<file path="config.mk">
export PLATFORM = sky130hd
export DESIGN_NAME = can_master_control
export DESIGN_NICKNAME = d
export VERILOG_FILES = /design/src/core/can_master_control_pkg.sv /design/src/core/recessive_run_detect.sv /design/src/core/event_counter.sv /design/src/core/can_master_control.sv
export VERILOG_INCLUDE_DIRS = /design/src /design/src/core
export SDC_FILE = /design/constraint.sdc
export NUM_CORES = 1
export LEC_CHECK = 0
export BUFFER_PORTS_ARGS = -buffer_cell sky130_fd_sc_hd__buf_2
export CAP_MARGIN = 0
export CORE_AREA = 2 2 71 73
export CTS_BUF_LIST = sky130_fd_sc_hd__clkbuf_4
export DETAILED_ROUTE_END_ITERATION = 10
export DIE_AREA = 0 0 73 75
export GPL_TIMING_DRIVEN = 0
export PLACE_DENSITY = 0.79
export SETUP_SLACK_MARGIN = 0.05
export SLEW_MARGIN = 30
export SYNTH_ARGS = -nofsm -noshare
export SYNTH_HDL_FRONTEND = slang
export SYNTH_HIERARCHICAL = 1
export SYNTH_SLANG_ARGS = --single-unit
</file>
<file path="constraint.sdc">
create_clock -name clk -period 1.9 [get_ports clk]
set_input_delay 0.19 -clock clk [delete_from_list [all_inputs] [get_ports clk]]
set_output_delay 0.19 -clock clk [all_outputs]
set_load 0.02 [all_outputs]
</file>
<file path="src/core/can_master_control_cfg.svh">
// Offsets, field positions, reset values and bit-time counts of the
// CAN master control block.
// Assumes 32-bit APB data with one register to each aligned word.
`ifndef CAN_MASTER_CONTROL_CFG_SVH
`define CAN_MASTER_CONTROL_CFG_SVH

// ****************************************************************
// Register offsets (byte addresses)
// ****************************************************************
`define CTRL_OFFSET 12'h000
`define STATUS_OFFSET 12'h004

// ****************************************************************
// Reset values and write masks
// ****************************************************************
`define CTRL_RESET 32'h0001_0002
`define CTRL_WMASK 32'h0001_00FF
`define READ_ZERO 32'h0000_0000

// ****************************************************************
// Control register field positions
// ****************************************************************
`define DBG_TX_BLOCK_BIT 16
`define PARTIAL_RESET_BIT 15
`define TIME_TRIG_BIT 7
`define AUTO_BUSOFF_BIT 6
`define AUTO_SLEEP_BIT 5
`define RETX_PROHIBIT_BIT 4
`define DISCARD_SEL_BIT 3
`define PRIO_RULE_BIT 2
`define SLEEP_REQ_BIT 1
`define FREEZE_REQ_BIT 0

// ****************************************************************
// Status register field positions
// ****************************************************************
`define FREEZE_ACK_BIT 0
`define SLEEP_ACK_BIT 1

// ****************************************************************
// Bus timing counts, in sampled bit times, recessive runs and FIFO messages
// ****************************************************************
`define RECESSIVE_RUN_LEN 11
`define BUSOFF_RUN_COUNT 128
`define FIFO_FULL_COUNT 2'h3

`endif

</file>
<file path="src/core/can_master_control_pkg.sv">
// Types shared by the CAN master control block.
// Assumes nothing of its surroundings.
package can_master_control_pkg;

   // Operating modes of the controller
   typedef enum logic [1:0]
   {
      MODE_SLEEP = 2'b00,
      MODE_FREEZE = 2'b01,
      MODE_SYNC = 2'b10,
      MODE_ONLINE = 2'b11
   } mode_t;

endpackage

</file>
<file path="src/core/recessive_run_detect.sv">
// Detector of runs of consecutive recessive bits on the receive line.
// Assumes one sampleTick pulse per bit sample point.
`timescale 1ns/1ps

module recessive_run_detect
#(
   parameter int RUN_LEN = 11
)
(
   // Clock and reset
   input wire logic clk,
   input wire logic sys_rst,
   // Bit stream
   input wire logic clear,
   input wire logic sampleTick,
   input wire logic rxLevel,
   // Result
   output logic runDone
);

   localparam int CW = $clog2(RUN_LEN + 1);
   localparam logic [CW-1:0] LAST = CW'(RUN_LEN - 1);

   logic [CW-1:0] runCount;
   logic [CW-1:0] next_runCount;
   logic next_runDone;

   // Count recessive samples, restart on a dominant one
   always_comb
   begin
      next_runCount = runCount;
      next_runDone = 1'b0;
      if (clear)
         next_runCount = '0;
      else if (sampleTick)
      begin
         if (!rxLevel)
            next_runCount = '0;
         else if (runCount == LAST)
         begin
            next_runCount = '0;
            next_runDone = 1'b1;
         end
         else
            next_runCount = runCount + 1'b1;
      end
   end

   // Counter and pulse registers
   always_ff @(posedge clk or posedge sys_rst)
   begin
      if (sys_rst)
      begin
         runCount <= '0;
         runDone <= 1'b0;
      end
      else
      begin
         runCount <= next_runCount;
         runDone <= next_runDone;
      end
   end

endmodule

</file>
<file path="src/core/event_counter.sv">
// Counter of event pulses that flags when a set number is reached.
// Assumes eventIn is a one-cycle pulse.
`timescale 1ns/1ps

module event_counter
#(
   parameter int COUNT = 128
)
(
   // Clock and reset
   input wire logic clk,
   input wire logic sys_rst,
   // Events
   input wire logic clear,
   input wire logic eventIn,
   // Result
   output logic reached
);

   localparam int CW = $clog2(COUNT + 1);
   localparam logic [CW-1:0] LAST = CW'(COUNT - 1);

   logic [CW-1:0] eventCount;
   logic [CW-1:0] next_eventCount;
   logic next_reached;

   // Count events and restart after the last one
   always_comb
   begin
      next_eventCount = eventCount;
      next_reached = 1'b0;
      if (clear)
         next_eventCount = '0;
      else if (eventIn)
      begin
         if (eventCount == LAST)
         begin
            next_eventCount = '0;
            next_reached = 1'b1;
         end
         else
            next_eventCount = eventCount + 1'b1;
      end
   end

   // Counter and pulse registers
   always_ff @(posedge clk or posedge sys_rst)
   begin
      if (sys_rst)
      begin
         eventCount <= '0;
         reached <= 1'b0;
      end
      else
      begin
         eventCount <= next_eventCount;
         reached <= next_reached;
      end
   end

endmodule

</file>
<file path="src/core/can_master_control.sv">
// Master control register and mode logic of a CAN controller,
// reached as an APB slave.
// Assumes a bit-sample tick, a receive level and activity flags from
// the protocol engine, and halt and pause levels from the debug unit.
//
// The APB slave port and the placing of the registers are this design's own decisions.
`timescale 1ns/1ps
`include "can_master_control_cfg.svh"

// Contract
// - Debug transmit block resets set, receive unaffected
// - Block only with both bits and halt
// - Partial reset clears receive FIFOs, control only
// - Partial reset enters sleep, self-clears
// - Time-triggered bit drives time-triggered mode
// - Auto bus-off exit on exit timing
// - Else freeze cycle needed before exit
// - Manual sleep exit by clearing request
// - Auto sleep exit on bus message
// - Prohibit bit stops retransmission of failures
// - Overflow discards oldest or newest message
// - Priority by identifier or request order
// - Sleep request resets set, requests sleep
// - Any reset forces sleep request set
// - Freeze entered only after bus activity
// - Freeze exit waits eleven recessive bits
// - Reserved bits read zero, ignore writes
// - Exit timing is 128 recessive runs
// - Overflow means valid message at three
// - Sleep acknowledge shows actual sleep
module can_master_control
#(
   parameter int ADDR_WIDTH = 12,
   parameter int RUN_LEN = `RECESSIVE_RUN_LEN,
   parameter int BUSOFF_RUNS = `BUSOFF_RUN_COUNT
)
(
   // Clock and reset
   input wire logic clk,
   input wire logic sys_rst,
   // APB slave
   input wire logic psel,
   input wire logic penable,
   input wire logic pwrite,
   input wire logic [ADDR_WIDTH-1:0] paddr,
   input wire logic [31:0] pwdata,
   output logic [31:0] prdata,
   output logic pready,
   output logic pslverr,
   // Protocol engine inputs
   input wire logic sampleTick,
   input wire logic rxLevel,
   input wire logic busActive,
   input wire logic sofDetected,
   input wire logic busOffEnter,
   // Debug unit inputs
   input wire logic debugHalt,
   input wire logic debugCanPause,
   // Receive FIFO interface
   input wire logic rxValidMessage,
   input wire logic [1:0] rxFifoMessageCount,
   output logic rxFifoReset,
   output logic discardOldest,
   output logic dropIncoming,
   // Mode and option outputs
   output logic timeTriggeredMode,
   output logic retransmitProhibit,
   output logic txPriorityRule,
   output logic txBlocked,
   output logic txAllowed,
   output logic busOnline,
   output logic busOff,
   output logic sleepAck,
   output logic freezeAck
);

   // ****************************************************************
   // Declarations
   // ****************************************************************
   logic [31:0] ctrl;
   logic [31:0] next_ctrl;
   logic partialPending;
   logic next_partialPending;
   logic [31:0] next_prdata;
   logic [31:0] readValue;
   logic [ADDR_WIDTH-1:0] ctrlAddr;
   logic [ADDR_WIDTH-1:0] statusAddr;
   logic hitCtrl;
   logic hitStatus;
   logic mapped;
   logic setupCycle;
   logic accessCycle;
   logic wrCtrl;
   can_master_control_pkg::mode_t mode;
   can_master_control_pkg::mode_t next_mode;
   logic sleepReq;
   logic freezeReq;
   logic autoSleepExit;
   logic autoBusoffExit;
   logic autoWake;
   logic freezeLeft;
   logic enterSync;
   logic runDone;
   logic detectClear;
   logic freezeCycled;
   logic next_freezeCycled;
   logic next_busOff;
   logic busoffCounting;
   logic busoffReached;
   logic fifoFull;

   // ****************************************************************
   // APB decode
   // ****************************************************************

   // Address match and phase of the current transfer
   assign ctrlAddr = ADDR_WIDTH'(`CTRL_OFFSET);
   assign statusAddr = ADDR_WIDTH'(`STATUS_OFFSET);
   assign hitCtrl = (paddr == ctrlAddr);
   assign hitStatus = (paddr == statusAddr);
   assign mapped = hitCtrl || hitStatus;
   assign setupCycle = psel && !penable;
   assign accessCycle = psel && penable;
   assign wrCtrl = accessCycle && pwrite && hitCtrl;

   // Zero wait states; unmapped addresses answer with an error
   assign pready = 1'b1;
   assign pslverr = accessCycle && !mapped;

   // Read data source, with reserved bits at zero
   always_comb
   begin
      readValue = `READ_ZERO;
      if (hitCtrl)
      begin
         readValue = ctrl;
         readValue[`PARTIAL_RESET_BIT] = partialPending;
      end
      else if (hitStatus)
      begin
         readValue[`FREEZE_ACK_BIT] = freezeAck;
         readValue[`SLEEP_ACK_BIT] = sleepAck;
      end
   end

   // ****************************************************************
   // Control register
   // ****************************************************************

   // Control fields seen by the rest of the block
   assign sleepReq = ctrl[`SLEEP_REQ_BIT];
   assign freezeReq = ctrl[`FREEZE_REQ_BIT];
   assign autoSleepExit = ctrl[`AUTO_SLEEP_BIT];
   assign autoBusoffExit = ctrl[`AUTO_BUSOFF_BIT];

   // Next register state: write, automatic wake, partial reset
   always_comb
   begin
      next_ctrl = ctrl;
      next_partialPending = 1'b0;
      next_prdata = prdata;
      if (autoWake)
         next_ctrl[`SLEEP_REQ_BIT] = 1'b0;
      if (wrCtrl)
      begin
         // Only defined fields are stored
         next_ctrl = pwdata & `CTRL_WMASK;
         // Writing one starts a partial reset, zero does nothing
         if (pwdata[`PARTIAL_RESET_BIT])
            next_partialPending = 1'b1;
      end
      // Pending partial reset loads the reset value, overriding a write
      if (partialPending)
         next_ctrl = `CTRL_RESET;
      // Read data is captured in the setup cycle
      if (setupCycle)
         next_prdata = readValue;
   end

   // Register file flip-flops
   always_ff @(posedge clk or posedge sys_rst)
   begin
      if (sys_rst)
      begin
         ctrl <= `CTRL_RESET;
         partialPending <= 1'b0;
         prdata <= `READ_ZERO;
      end
      else
      begin
         ctrl <= next_ctrl;
         partialPending <= next_partialPending;
         prdata <= next_prdata;
      end
   end

   // Receive FIFOs are cleared while the partial reset is pending
   assign rxFifoReset = partialPending;

   // ****************************************************************
   // Option outputs
   // ****************************************************************

   // Options passed to the protocol engine and mailboxes
   assign timeTriggeredMode = ctrl[`TIME_TRIG_BIT];
   assign retransmitProhibit = ctrl[`RETX_PROHIBIT_BIT];
   assign txPriorityRule = ctrl[`PRIO_RULE_BIT];

   // Transmit is held only while halted with both debug bits set
   assign txBlocked = ctrl[`DBG_TX_BLOCK_BIT] && debugCanPause
      && debugHalt;
   assign txAllowed = busOnline && !txBlocked;

   // Overflow rule, applied only when a full FIFO gets a new message
   assign fifoFull = (rxFifoMessageCount == `FIFO_FULL_COUNT);
   assign discardOldest = rxValidMessage && fifoFull
      && !ctrl[`DISCARD_SEL_BIT];
   assign dropIncoming = rxValidMessage && fifoFull
      && ctrl[`DISCARD_SEL_BIT];

   // ****************************************************************
   // Operating mode
   // ****************************************************************

   // Bus message seen while sleeping with automatic wake enabled
   assign autoWake = (mode == can_master_control_pkg::MODE_SLEEP)
      && autoSleepExit && sofDetected;

   // Mode transitions
   always_comb
   begin
      next_mode = mode;
      unique case (mode)
         can_master_control_pkg::MODE_SLEEP:
         begin
            // Leave on cleared request or on automatic wake
            if (!sleepReq || autoWake)
            begin
               if (freezeReq)
                  next_mode = can_master_control_pkg::MODE_FREEZE;
               else
                  next_mode = can_master_control_pkg::MODE_SYNC;
            end
         end
         can_master_control_pkg::MODE_FREEZE:
         begin
            if (!freezeReq)
               next_mode = can_master_control_pkg::MODE_SYNC;
         end
         can_master_control_pkg::MODE_SYNC:
         begin
            if (sleepReq)
               next_mode = can_master_control_pkg::MODE_SLEEP;
            else if (freezeReq)
               next_mode = can_master_control_pkg::MODE_FREEZE;
            else if (runDone)
               next_mode = can_master_control_pkg::MODE_ONLINE;
         end
         can_master_control_pkg::MODE_ONLINE:
         begin
            // Wait for the frame in progress to finish
            if (!busActive)
            begin
               if (freezeReq)
                  next_mode = can_master_control_pkg::MODE_FREEZE;
               else if (sleepReq)
                  next_mode = can_master_control_pkg::MODE_SLEEP;
            end
         end
      endcase
      if (partialPending)
         next_mode = can_master_control_pkg::MODE_SLEEP;
   end

   // Mode register, sleeping after reset
   always_ff @(posedge clk or posedge sys_rst)
   begin
      if (sys_rst)
         mode <= can_master_control_pkg::MODE_SLEEP;
      else
         mode <= next_mode;
   end

   // Acknowledges follow the mode actually reached
   assign sleepAck = (mode == can_master_control_pkg::MODE_SLEEP);
   assign freezeAck = (mode == can_master_control_pkg::MODE_FREEZE);
   assign busOnline = (mode == can_master_control_pkg::MODE_ONLINE)
      && !busOff;

   // Mode change markers
   assign freezeLeft = (mode == can_master_control_pkg::MODE_FREEZE)
      && (next_mode != can_master_control_pkg::MODE_FREEZE);
   assign enterSync = (mode != can_master_control_pkg::MODE_SYNC)
      && (next_mode == can_master_control_pkg::MODE_SYNC);

   // ****************************************************************
   // Recessive run detection
   // ****************************************************************

   // Runs restart on entry to sync and when nobody needs them
   assign detectClear = enterSync
      || !((mode == can_master_control_pkg::MODE_SYNC) || busoffCounting);

   // Eleven consecutive recessive samples
   recessive_run_detect
   #(
      .RUN_LEN(RUN_LEN)
   )
   runDetect
   (
      .clk(clk),
      .sys_rst(sys_rst),
      .clear(detectClear),
      .sampleTick(sampleTick),
      .rxLevel(rxLevel),
      .runDone(runDone)
   );

   // ****************************************************************
   // Bus-off recovery
   // ****************************************************************

   // Exit timing is counted with auto exit or after a freeze cycle
   assign busoffCounting = busOff
      && (autoBusoffExit || freezeCycled);

   // Occurrences of the recessive run while bus-off
   event_counter
   #(
      .COUNT(BUSOFF_RUNS)
   )
   busoffRuns
   (
      .clk(clk),
      .sys_rst(sys_rst),
      .clear(!busoffCounting),
      .eventIn(runDone),
      .reached(busoffReached)
   );

   // Bus-off state; entering wins over leaving in the same cycle
   always_comb
   begin
      next_busOff = busOff;
      next_freezeCycled = freezeCycled;
      if (busOff && freezeLeft)
         next_freezeCycled = 1'b1;
      if (busoffReached)
      begin
         next_busOff = 1'b0;
         next_freezeCycled = 1'b0;
      end
      if (busOffEnter)
      begin
         next_busOff = 1'b1;
         next_freezeCycled = 1'b0;
      end
   end

   // Bus-off flip-flops
   always_ff @(posedge clk or posedge sys_rst)
   begin
      if (sys_rst)
      begin
         busOff <= 1'b0;
         freezeCycled <= 1'b0;
      end
      else
      begin
         busOff <= next_busOff;
         freezeCycled <= next_freezeCycled;
      end
   end

endmodule

</file>
After elaboration in Yosys (flattened, before gate mapping)
Cells that the tools add are included.
- register bits after elaboration: 83
- input port bits: 59
- output and inout port bits: 46
- logic and storage cells: 99
- add/sub/neg operators: 2
- eq/ne operators: 11
- muxes and demuxes: 38
- reductions and logical operators: 37
- operator list (cell ; count):
    $mux W32 ; 2
    $mux W30 ; 1
    $mux W2 ; 12
    $mux W8 ; 3
    $logic_and A1 B1 Y1 ; 18
    $mux W4 ; 4
    $mux W1 ; 15
    $eq A12 B3 Y1 const B ; 1
    $logic_not A12 Y1 ; 1
    $add A8 B1 Y8 const B ; 1
    $eq A2 B2 Y1 const B ; 4
    $eq A8 B7 Y1 const B ; 1
    $pmux W2 S4 ; 1
    $logic_not A1 Y1 ; 7
    $reduce_bool A2 Y1 ; 3
    $reduce_bool A3 Y1 ; 2
    $logic_or A1 B1 Y1 ; 5
    $add A4 B1 Y4 const B ; 1
    $eq A4 B4 Y1 const B ; 1
    $ne A2 B1 Y1 const B ; 2
    $eq A2 B1 Y1 const B ; 1
    $logic_not A2 Y1 ; 1
    $ne A2 B2 Y1 const B ; 1

Longest topological paths before layout
Gate-level depths: netlist of the first run.
- depth after elaboration: 13
- gate-level depth with buffers: 7
- mapped depth without buffers: 6

Cells and area by module
Netlist of the first run, hierarchy kept.
- modules (own cells, without submodules) (module ; times used ; cells an instance ; area an instance (um2)):
    can_master_control ; 1 ; 126 ; 1375.1
    event_counter ; 1 ; 48 ; 470.5
    recessive_run_detect ; 1 ; 29 ; 266.5

Worst setup path after synthesis of the first run
OpenSTA, ideal clock, no wires.
- path type: register to register
- start point: register mode[0]
- end point: register runDetect.runDone
- library setup time: 135 ps
- arrival: 1551 ps
- data required time: 1765 ps
- slack: 214 ps
- stages on the path, launching flop included: 8
- cell sequence: dfrtp_1 -> buf_6 -> nor2_2 -> a31o_1 -> a221oi_2 -> nand2b_1 -> a21oi_1 -> nor3_1
- cells in the longest elaborated chain, start to end: 11
- elaborated cells on any way between the ends: 24
- ends and longest elaborated chain (item ; line ; text):
    start, declared ; can_master_control.sv:94 ; can_master_control_pkg::mode_t mode;
    start signal, assigned ; can_master_control.sv:279 ; mode <= can_master_control_pkg::MODE_SLEEP;
    start signal, assigned ; can_master_control.sv:281 ; mode <= next_mode;
    $logic_not A2 Y1 * ; - ;
    named net sleepAck ; can_master_control.sv:73 ; output logic sleepAck,
    $logic_and A1 B1 Y1 (2 in a row) ; can_master_control.sv:227 ; && autoSleepExit && sofDetected;
    $logic_or A1 B1 Y1 ; can_master_control.sv:237 ; if (!sleepReq || autoWake)
    $mux W2 ; can_master_control.sv:237 ;
    $pmux W2 S4 * ; can_master_control.sv:233 ; unique case (mode)
    $mux W2 * ; can_master_control.sv:271 ; if (partialPending)
    named net next_mode[0] ; can_master_control.sv:95 ; can_master_control_pkg::mode_t next_mode;
    $eq A2 B2 Y1 * ; can_master_control.sv:294 ; && (next_mode == can_master_control_pkg::MODE_SYNC);
    $logic_and A1 B1 Y1 * ; can_master_control.sv:294 ;
    $logic_or A1 B1 Y1 * ; can_master_control.sv:302 ; || !((mode == can_master_control_pkg::MODE_SYNC) || busoffCounting);
    named net detectClear ; can_master_control.sv:104 ; logic detectClear;
    $mux W1 * ; recessive_run_detect.sv:33 ; if (clear)
    named net runDetect.next_runDone ; recessive_run_detect.sv:26 ; logic next_runDone;
    end signal, assigned ; recessive_run_detect.sv:60 ; runDone <= next_runDone;
    end, declared ; recessive_run_detect.sv:18 ; output logic runDone
The timed path passes the listed nets; every way through them passes the cells marked *.
A chain may end at the register's enable or synchronous reset.

Worst setup path in the final report of the first run
- start point: register partialPending, in the netlist rxFifoReset
- end point: register runDetect.runDone
- cells in the longest elaborated chain, start to end: 5
- ends and longest elaborated chain (item ; line ; text):
    start, declared ; can_master_control.sv:82 ; logic partialPending;
    start signal, assigned ; can_master_control.sv:192 ; partialPending <= next_partialPending;
    $mux W2 ; can_master_control.sv:271 ;
    named net next_mode[1] ; can_master_control.sv:95 ;
    $eq A2 B2 Y1 ; can_master_control.sv:294 ;
    $logic_and A1 B1 Y1 ; can_master_control.sv:294 ;
    $logic_or A1 B1 Y1 ; can_master_control.sv:302 ;
    named net detectClear ; can_master_control.sv:104 ;
    $mux W1 ; recessive_run_detect.sv:33 ;
    named net runDetect.next_runDone ; recessive_run_detect.sv:26 ;
The timed path passes the listed nets, and every way through them passes these cells.

==> results.sh, run 1 <==
export IMPL_outcome="completed"
export IMPL_m1WireLength_mm=2.07
export IMPL_synth_cell_types=45
export IMPL_highest_layer="met4"
export IMPL_h_tree_depth=2
export IMPL_period_needed_ns=1.71
export IMPL_finalCritPeriodShare=0.899
export IMPL_drc=0
export IMPL_die_y_um=75
export IMPL_dpl_cell_area_um2=2580
export IMPL_clock_latency_ns=0.36
export IMPL_fp_coreArea_um2=4660
export IMPL_setup_violations=0
export IMPL_clock_sinks=39
export IMPL_dr_wl_met2_mm=2.12
export IMPL_grt_usage=0.173
export IMPL_ys_ff_latch=39
export IMPL_slowest_stage="dfrtp_1"
export IMPL_worst_pin_slew_ns=0.579
export IMPL_syn_to_final_growth_pct=26.9
export IMPL_ys_flop_type="dfrtp_1"
export IMPL_route_detailed_wl_per_inst_um=12.9
export IMPL_clockBufferDepth=2
export IMPL_ir_drop_v=0.000486
export IMPL_finalClockSkew_ns=0.0162
export IMPL_slew_headroom=0.614
export IMPL_end_kind="flip-flop"
export IMPL_fillers=405
export IMPL_synth_fp_nets=265
export IMPL_fin_util=0.575
export IMPL_min_from="busOffEnter"
export IMPL_synth_xor_area_share=0.00829
export IMPL_p_int_mw=1.18
export IMPL_path_cells="clkdlybuf4s15_1 > a211oi_2 > nand2b_1 > a21oi_2 > nor3_1"
export IMPL_fmax_mhz=586
export IMPL_cts_tree="built"
export IMPL_switching_power_mw=0.381
export IMPL_combPwrFrac=0.090
export IMPL_synth_top_family_by_area="simple AND/OR/NAND/NOR gates"
export IMPL_nets=354
export IMPL_routed_wirelength_mm=4.49
export IMPL_synth_area_leader_cell="dfrtp_1"
export IMPL_holdPathStages=2
export IMPL_leakage_nw=1.40
export IMPL_switching_share=0.244
export IMPL_synth_edf_count=0
export IMPL_start_kind="flip-flop"
export IMPL_dieWidth_um=73
export IMPL_vias=1790
export IMPL_drive_above_1_share=0.444
export IMPL_finalHoldViolCount=0
export IMPL_synth_compound_area_share=0.160
export IMPL_rsz0062_at_grt="no"
export IMPL_path_max_fanout=7
export IMPL_hpwl_mm=3.51
export IMPL_syn_inst=203
export IMPL_yosys_area_top_type_share=0.438
export IMPL_pin_count=105
export IMPL_ant_nets=0
export IMPL_wl_met3_um=246
export IMPL_synth_area_per_cell_um2=10.4
export IMPL_post_cts_buffers=0
export IMPL_grt_pass1_wl_mm=7.35
export IMPL_globalRouteOverflowTotal=0
export IMPL_first_iter_violations=78
export IMPL_synth_fa_ha_area_frac=0.0178
export IMPL_post_drt_via_cell_ratio=5.16
export IMPL_maxCapViolations=0
export IMPL_slowest_delay_ns=0.39
export IMPL_drtPass1Iterations=4
export IMPL_ys_seq_area_frac=0.463
export IMPL_async_reset_ff_frac=1.00
export IMPL_synth_warnings=6
export IMPL_initial_core_util=0.453
export IMPL_cts_root_buffer="clkbuf_4"
export IMPL_crit_arrival_ns=1.94
export IMPL_netlist_top_cells_count="dfrtp_1 (37), buf_4 (22), a22o_1 (15)"
export IMPL_grt_pass1_vias=1654
export IMPL_die_area_um2=5480
export IMPL_crit_start="rxFifoReset"
export IMPL_r2r_start="rxFifoReset"
export IMPL_critPathKind="flip-flop to flip-flop"
export IMPL_muxShareOfSynthArea=0.0142
export IMPL_antenna_found_initial=0
export IMPL_min_path_type="input pin to flip-flop"
export IMPL_p_per_area_nw_per_um2=582
export IMPL_clk_pin_slew_ns=0.13
export IMPL_syn_cell_area_um2=2110
export IMPL_power_mw=1.56
export IMPL_cp_required_ns=2.13
export IMPL_place_gp_congestion=0.792
export IMPL_fin_setup_tns_ns=0
export IMPL_ff2ff_path_depth=5
export IMPL_p_clk_frac=0.363
export IMPL_synth_area_leaders="dfrtp_1 (44%), buf_4 (7.8%), a22o_1 (6.2%)"
export IMPL_synth_most_common_cell="dfrtp_1"
export IMPL_maxSlewViolCount=0
export IMPL_io_buffers=81
export IMPL_grt_max_degree=26
export IMPL_yosys_area_share_simple=0.216
export IMPL_rows=25
export IMPL_p_seq_frac=0.546
export IMPL_finalInstanceArea_um2=2680
export IMPL_cts_made_buffers=5
export IMPL_diodes=0
cell families (layout without fill, tap and decap cells):
family,count (synthesis),after routing
other,1,1
AOI/OAI and AO/OA,46,46
adders and majority gates,3,3
muxes,3,3
DFF,39,39
buffers and inverters,39,129
and+or+nand+nor,70,70
xor gates and xnor gates,2,2
area by class of cell:
cell class / instances / area [µm²] / area share
multi-input combinational: 125 / 887 / 0.331
sequential: 39 / 978 / 0.365
buffer: 27 / 205 / 0.0766
clock buffer: 5 / 37.5 / 0.0140
timing repair buffer: 82 / 415 / 0.155
tap: 54 / 67.6 / 0.0252
inverter: 12 / 45.0 / 0.0168
clock inverter: 3 / 43.8 / 0.0163
routing by layer:
| layer | track usage | vias to the layer above |
|---|---|---|
| met5 | 0 | - |
| met4 | 0.0597 | 0 |
| met3 | 0.0415 | 5 |
| met2 | 0.286 | 69 |
| met1 | 0.225 | 834 |
| li1 | - | 882 |
layout by cell type (no fill, tap or decap), types with 2 or more instances in the layout:
master / instances
a31oi_1: 2
a21oi_1: 9
nand3_1: 5
o221ai_1: 2
nor4_4: 2
dfstp_2: 2
nor2_2: 3
a21o_1: 2
and3_1: 2
and2b_2: 2
nand2_1: 14
buf_6: 2
nand2b_1: 4
nor2b_1: 5
a311oi_1: 2
nor2_1: 8
clkbuf_1: 2
ha_1: 3
o21ai_0: 6
o31ai_1: 3
nor3_4: 2
mux2i_1: 3
nor4_1: 2
nor3_1: 5
buf_4: 22
or3_1: 2
nand4_1: 5
inv_1: 11
buf_2: 81
nand4b_1: 3
clkbuf_4: 5
a22o_1: 15
dfrtp_1: 37
power by group through the flow:
stage / Clock, mW / Sequential (mW) / Combinational [mW]
4_1_cts: 0.572 / 0.852 / 0.142
5_1_grt: 0.609 / 0.854 / 0.159
3_3_place_gp: 0 / 0.867 / 0.136
3_5_place_dp: 0 / 0.868 / 0.141
6_report: 0.567 / 0.852 / 0.141
2_1_floorplan: 0 / 0.865 / 0.0744
registers in the layout (all words and copies together) (netlist names), 2 cells and up:
name	cells
prdata	11
ctrl	9
busoffRuns/eventCount	8
runDetect/runCount	4
mode	2
metrics by stage:
| step | cells | setup slack [ns] | hold slack (ns) |
|---|---|---|---|
| after floorplan | 203 | 0.214 | -0.0315 |
| after global placement | 338 | 0.147 | 0.118 |
| after detailed placement | 338 | 0.0919 | 0.115 |
| after CTS | 347 | 0.0628 | 0.0291 |
| after global routing | 347 | 0.0522 | 0.0261 |
| final | 347 | 0.192 | 0.0265 |
path summary, 6_finish.rpt:
| check | to | slack [ns] |
|---|---|---|
| setup / recovery | runDetect/runDone | 0.19 |
| min in group asynchronous | runDetect/runCount[3] | 0.31 |
| hold reg to reg | prdata[1] | 0.48 |
| max in group asynchronous | ctrl[1] | 1.09 |
| hold / removal | busOff | 0.03 |
| setup reg to reg | runDetect/runDone | 0.19 |
worst max-delay path: cells and delay by family (launching register included):
| kind | cells | cell delay (ns) |
|---|---|---|
| AO/OA/AOI/OAI | 2 | 0.64 |
| flip-flops | 1 | 0.39 |
| buffers and inverters | 1 | 0.35 |
| AND/OR/NAND/NOR | 2 | 0.21 |
repair_timing:
action	4_1_cts	5_1_grt
endpoints found under the setup margin	0	5
endpoints found under the hold margin	14	0
hold buffers	1	0
gates resized for setup	0	1
No activity file was read; power rests on OpenSTA's default activity.
==> run 2, diff against run 1 <==
--- a/config.mk
+++ b/config.mk
@@ -8,15 +8,14 @@
 export LEC_CHECK = 0
 export BUFFER_PORTS_ARGS = -buffer_cell sky130_fd_sc_hd__buf_2
 export CAP_MARGIN = 0
-export CORE_AREA = 2 2 71 73
+export CORE_AREA = 2 2 51 100
 export CTS_BUF_LIST = sky130_fd_sc_hd__clkbuf_4
 export DETAILED_ROUTE_END_ITERATION = 10
-export DIE_AREA = 0 0 73 75
+export DIE_AREA = 0 0 53 102
 export GPL_TIMING_DRIVEN = 0
 export PLACE_DENSITY = 0.79
 export SETUP_SLACK_MARGIN = 0.05
 export SLEW_MARGIN = 30
 export SYNTH_ARGS = -nofsm -noshare
 export SYNTH_HDL_FRONTEND = slang
-export SYNTH_HIERARCHICAL = 1
 export SYNTH_SLANG_ARGS = --single-unit
==> results.sh, run 2 <==
export IMPL_ys_ff_latch=39
export IMPL_fp_coreArea_um2=4600
export IMPL_grt_max_degree=29
export IMPL_synth_area_per_cell_um2=10.4
export IMPL_pin_count=105
export IMPL_reg2reg_slack_ns=0.30
export IMPL_clockBufferDepth=2
export IMPL_drtPass1Iterations=4
export IMPL_synth_cell_types=46
export IMPL_path_cells="buf_4 > buf_2"
export IMPL_rsz0062_at_grt="no"
export IMPL_dieWidth_um=53
export IMPL_path_buf_inv=2
export IMPL_dp_cells=340
export IMPL_grt_pass1_vias=1711
export IMPL_post_drt_via_cell_ratio=5.18
export IMPL_synth_warnings=0
export IMPL_fmax_mhz=610
export IMPL_slowest_delay_ns=0.73
export IMPL_syn_cell_area_um2=2110
export IMPL_min_path_type="input pin to flip-flop"
export IMPL_slew_headroom=0.612
export IMPL_synth_edf_count=0
export IMPL_routed_wirelength_mm=4.73
export IMPL_cp_top_family="flip-flops"
export IMPL_h_tree_depth=2
export IMPL_route_detailed_wl_per_inst_um=13.5
export IMPL_globalRouteOverflowTotal=0
export IMPL_drc=0
export IMPL_clock_sinks=39
export IMPL_finalCritPeriodShare=0.864
export IMPL_min_from="pwdata[15]"
export IMPL_min_to="rxFifoReset"
export IMPL_top_regs="prdata x11, ctrl x9, busoffRuns.eventCount x8"
export IMPL_period_needed_ns=1.64
export IMPL_maxSlewViolCount=0
export IMPL_final_common_cell="buf_2"
export IMPL_initial_core_util=0.458
export IMPL_grt_pass1_wl_mm=7.38
export IMPL_power_mw=1.53
export IMPL_cp_required_ns=1.71
export IMPL_hpwl_mm=3.81
export IMPL_drive_above_1_share=0.447
export IMPL_ff2ff_path_depth=6
export IMPL_cts_resized=0
export IMPL_synth_area_leaders="dfrtp_1 (44%), buf_4 (8.2%), mux2i_1 (5.7%)"
export IMPL_p_per_area_nw_per_um2=567
export IMPL_critPathKind="flip-flop to primary output"
export IMPL_leakage_nw=1.52
export IMPL_maxCapViolations=0
export IMPL_synth_fp_nets=265
export IMPL_nets=356
export IMPL_ys_seq_area_frac=0.464
export IMPL_netlist_top_cells_count="dfrtp_1 (37), nor2_1 (26), buf_4 (23)"
export IMPL_mostFrequentLayoutCells="buf_2 (86), dfrtp_1 (37), nor2_1 (26)"
export IMPL_place_gp_congestion=0.796
export IMPL_r2r_start="runDetect.runCount[0]"
export IMPL_die_area_um2=5410
export IMPL_path_max_fanout=23
export IMPL_first_iter_violations=16
export IMPL_ant_nets=0
export IMPL_largest_reg_flops=11
export IMPL_cts_made_buffers=5
export IMPL_rows=35
export IMPL_vias=1812
export IMPL_postCtsHoldBufs=2
export IMPL_timing_rr_end="runDetect.runCount[2]"
export IMPL_crit_arrival_ns=1.45
export IMPL_synth_most_common_cell="dfrtp_1"
export IMPL_die_y_um=102
export IMPL_slowest_stage="dfrtp_1"
export IMPL_cts_root_buffer="clkbuf_4"
export IMPL_holdPathStages=3
export IMPL_ys_flop_type="dfrtp_1"
export IMPL_synth_area_leader_cell="dfrtp_1"
export IMPL_clock_latency_ns=0.36
export IMPL_finalClockSkew_ns=0.00895
export IMPL_finalHoldViolCount=0
export IMPL_outcome="completed"
export IMPL_yosys_area_top_type_share=0.439
export IMPL_instances_no_fill=350
export IMPL_setup_violations=0
export IMPL_largest_register="prdata"
export IMPL_clk_pin_slew_ns=0.11
export IMPL_fin_setup_tns_ns=0
export IMPL_worst_pin_slew_ns=0.583
export IMPL_syn_to_final_growth_pct=28.0
export IMPL_grt_usage=0.187
export IMPL_antenna_found_initial=0
export IMPL_io_buffers=81
export IMPL_fillers=431
export IMPL_end_kind="primary output"
export IMPL_start_kind="flip-flop"
export IMPL_syn_inst=203
export IMPL_cts_tree="built"
export IMPL_diodes=0
export IMPL_ir_drop_v=0.000742
export IMPL_post_cts_buffers=0
export IMPL_async_reset_ff_frac=1.00
## run 2: worst max path at each step
| stage | startpoint | endpoint | depth (start not counted) |
|---|---|---|---|
| 3_5_place_dp | runDetect.runCount[0] | runDetect.runCount[2] | 6 |
| 3_3_place_gp | sys_rst | busoffRuns.eventCount[5] | 2 |
| 2_1_floorplan | runDetect.runCount[0] | runDetect.runCount[2] | 6 |
| 6_report | prdata[30] | prdata[26] | 2 |
| 4_1_cts | prdata[30] | prdata[26] | 2 |
| 5_1_grt | prdata[30] | prdata[26] | 2 |
## run 2: worst register-to-register path, stage by stage (launching register included)
cell	delay, ns
dfrtp_1	0.39
inv_1	0.07
ha_1	0.21
nand3b_1	0.13
nand3_1	0.14
or3b_2	0.46
a21oi_1	0.15
## run 2: cell families after synthesis
kind of cell	count (synthesis)	share of synthesized area
simple gates	70	0.195
mux	14	0.0677
flops	39	0.464
buf+inv	37	0.113
xor+xnor	5	0.0208
compound gates	34	0.119
other cells	1	0.00178
fa+ha+maj	3	0.0178
## run 2: per-stage QoR
stage | cell area, µm² | util | hold WS (ns) | setup WS (ns)
final | 2700 | 0.587 | 0.0315 | 0.259
after global routing | 2700 | 0.587 | 0.0487 | 0.136
after CTS | 2700 | 0.587 | 0.0206 | 0.223
after detailed placement | 2600 | 0.566 | 0.150 | 0.319
after global placement | 2580 | 0.561 | 0.375 | 0.292
after floorplan | 2110 | - | 0.261 | 0.447
## run 2: layer usage
layer  wire (µm)  global-route usage  part of all wire  up-vias
met1        1710               0.179              0.36      867
met5           0                   0                 0        -
met2        2610               0.359              0.55       63
met4         106              0.0730             0.022        0
li1            -                   -                 -      874
met3         302              0.0468             0.064        8
## run 2: cell type report
type	count	area, µm²	share of cell area
Clock buffer	5	37.5	0.0139
Clock inverter	3	38.8	0.0144
Buffer	29	209	0.0775
Tap cell	55	68.8	0.0255
Multi-Input combinational cell	127	890	0.330
Inverter	8	30.0	0.0111
Sequential cell	39	978	0.363
Timing Repair Buffer	84	445	0.165
## run 2: where the power goes
group / switching (mW) / total, mW / internal (mW) / leakage (nW)
Sequential: 0.00889 / 0.847 / 0.838 / 0.525
Combinational: 0.0703 / 0.134 / 0.0639 / 0.951
Clock: 0.277 / 0.548 / 0.271 / 0.0426
Total: 0.356 / 1.53 / 1.17 / 1.52
==> run 3, diff against run 2 <==
--- a/config.mk
+++ b/config.mk
@@ -6,7 +6,7 @@
 export SDC_FILE = /design/constraint.sdc
 export NUM_CORES = 1
 export LEC_CHECK = 0
-export BUFFER_PORTS_ARGS = -buffer_cell sky130_fd_sc_hd__buf_2
+export BUFFER_PORTS_ARGS = -buffer_cell sky130_fd_sc_hd__clkbuf_2
 export CAP_MARGIN = 0
 export CORE_AREA = 2 2 51 100
 export CTS_BUF_LIST = sky130_fd_sc_hd__clkbuf_4
==> results.sh, run 3 (synthesized netlist as in run 2, its figures left out) <==
export IMPL_top_regs="prdata x11, ctrl x9, busoffRuns.eventCount x8"
export IMPL_path_buf_inv=2
export IMPL_grt_pass1_vias=1796
export IMPL_largest_register="prdata"
export IMPL_worst_pin_slew_ns=0.586
export IMPL_slew_headroom=0.610
export IMPL_hpwl_mm=3.85
export IMPL_globalRouteOverflowTotal=0
export IMPL_fmax_mhz=612
export IMPL_die_area_um2=5410
export IMPL_largest_reg_flops=11
export IMPL_critPathKind="flip-flop to primary output"
export IMPL_path_max_fanout=23
export IMPL_cts_tree="built"
export IMPL_pin_count=105
export IMPL_switching_share=0.236
export IMPL_drive_above_1_share=0.449
export IMPL_period_needed_ns=1.63
export IMPL_slowest_stage="dfrtp_1"
export IMPL_dieWidth_um=53
export IMPL_p_int_mw=1.17
export IMPL_leakage_nw=1.48
export IMPL_mostFrequentLayoutCells="clkbuf_2 (81), dfrtp_1 (37), nor2_1 (26)"
export IMPL_place_gp_congestion=0.793
export IMPL_route_detailed_wl_per_inst_um=13.6
export IMPL_clockBufferDepth=2
export IMPL_maxCapViolations=0
export IMPL_cts_resized=0
export IMPL_ant_nets=0
export IMPL_path_cells="buf_4 > clkbuf_2"
export IMPL_antenna_found_initial=0
export IMPL_finalHoldViolCount=0
export IMPL_vias=1792
export IMPL_post_cts_buffers=0
export IMPL_io_buffers=81
export IMPL_combPwrFrac=0.087
export IMPL_instances_no_fill=349
export IMPL_finalClockSkew_ns=0.00905
export IMPL_maxSlewViolCount=0
export IMPL_min_path_type="input pin to flip-flop"
export IMPL_outcome="completed"
export IMPL_final_common_cell="clkbuf_2"
export IMPL_die_y_um=102
export IMPL_switching_power_mw=0.363
export IMPL_syn_to_final_growth_pct=27.6
export IMPL_initial_core_util=0.458
export IMPL_clock_sinks=39
export IMPL_ir_drop_v=0.000492
export IMPL_slowest_delay_ns=0.73
export IMPL_start_kind="flip-flop"
export IMPL_drtPass1Iterations=4
export IMPL_pre_cts_slack_ns=0.314
export IMPL_post_drt_via_cell_ratio=5.13
export IMPL_clk_pin_slew_ns=0.11
export IMPL_cp_required_ns=1.71
export IMPL_cts_made_buffers=5
export IMPL_finalCritPeriodShare=0.860
export IMPL_fp_coreArea_um2=4600
export IMPL_fin_util=0.584
export IMPL_p_clk_frac=0.361
export IMPL_h_tree_depth=2
export IMPL_grt_pass1_wl_mm=7.58
export IMPL_grt_max_degree=29
export IMPL_worst_slack_ns=0.267
export IMPL_p_per_area_nw_per_um2=571
export IMPL_grt_usage=0.188
export IMPL_first_iter_violations=23
export IMPL_rows=35
export IMPL_dp_cells=340
export IMPL_cp_top_family="flip-flops"
export IMPL_routed_wirelength_mm=4.74
export IMPL_diodes=0
export IMPL_cts_root_buffer="clkbuf_4"
export IMPL_fillers=449
export IMPL_rsz0062_at_grt="no"
export IMPL_p_seq_frac=0.552
export IMPL_postCtsHoldBufs=1
export IMPL_clock_latency_ns=0.35
export IMPL_nets=355
export IMPL_drc=0
export IMPL_crit_arrival_ns=1.44
export IMPL_setup_violations=0
export IMPL_fin_setup_tns_ns=0
export IMPL_end_kind="primary output"
-- run 3: cell types whose count changed in the layout (fill, tap and decap cells not counted), sizes merged --
cell / delta
clkbuf: +81
dlygate4sd3: -1
buf: -81
-- run 3: path summary, 6_finish.rpt --
kind | startpoint | end | slack (ns) | cells past startpoint
max | prdata[30] | prdata[11] | 0.27 | 2
min | pwdata[15] | rxFifoReset | 0.02 | 3
min reg2reg | busoffRuns.reached | freezeCycled | 0.45 | 1
min in group asynchronous | sys_rst | runDetect.runCount[2] | 0.29 | 3
max in group asynchronous | sys_rst | ctrl[16] | 1.09 | 4
max reg2reg | runDetect.runCount[0] | runDetect.runCount[2] | 0.28 | 6
-- run 3: metrics by stage --
step	power (mW)	instance area (µm²)	hold WS (ns)
floorplan	0.926	2110	0.261
global placement	0.987	2580	0.380
detailed placement	0.997	2600	0.138
CTS	1.55	2690	0.00273
global route	1.59	2690	0.0103
finish	1.53	2690	0.0167
-- run 3: final cells by class --
cell class,count,area (µm²),share of cell area
buffer,29,209,0.0777
clock buffer,5,37.5,0.0140
clock inverter,3,38.8,0.0144
inverter,8,30.0,0.0112
multi-input combinational,127,890,0.331
sequential,39,978,0.364
tap,55,68.8,0.0256
timing repair buffer,83,435,0.162
-- run 3: power by group through the flow --
stage	combinational, mW	sequential [mW]	clock, mW
floorplan	0.0657	0.860	0
global placement	0.125	0.862	0
detailed placement	0.134	0.863	0
CTS	0.137	0.847	0.565
global route	0.150	0.848	0.594
finish	0.134	0.847	0.554
-- run 3: worst min-delay path, stage by stage --
cell	delay, ns
clkbuf_2	0.08
inv_1	0.04
nor2_1	0.03
-- run 3: per-layer routing --
metal / vias up / part of all wire / GRT usage
li1: 868 / - / -
met1: 849 / 0.36 / 0.170
met2: 66 / 0.56 / 0.376
met3: 9 / 0.061 / 0.0322
met4: 0 / 0.020 / 0.0828
met5: - / 0 / 0
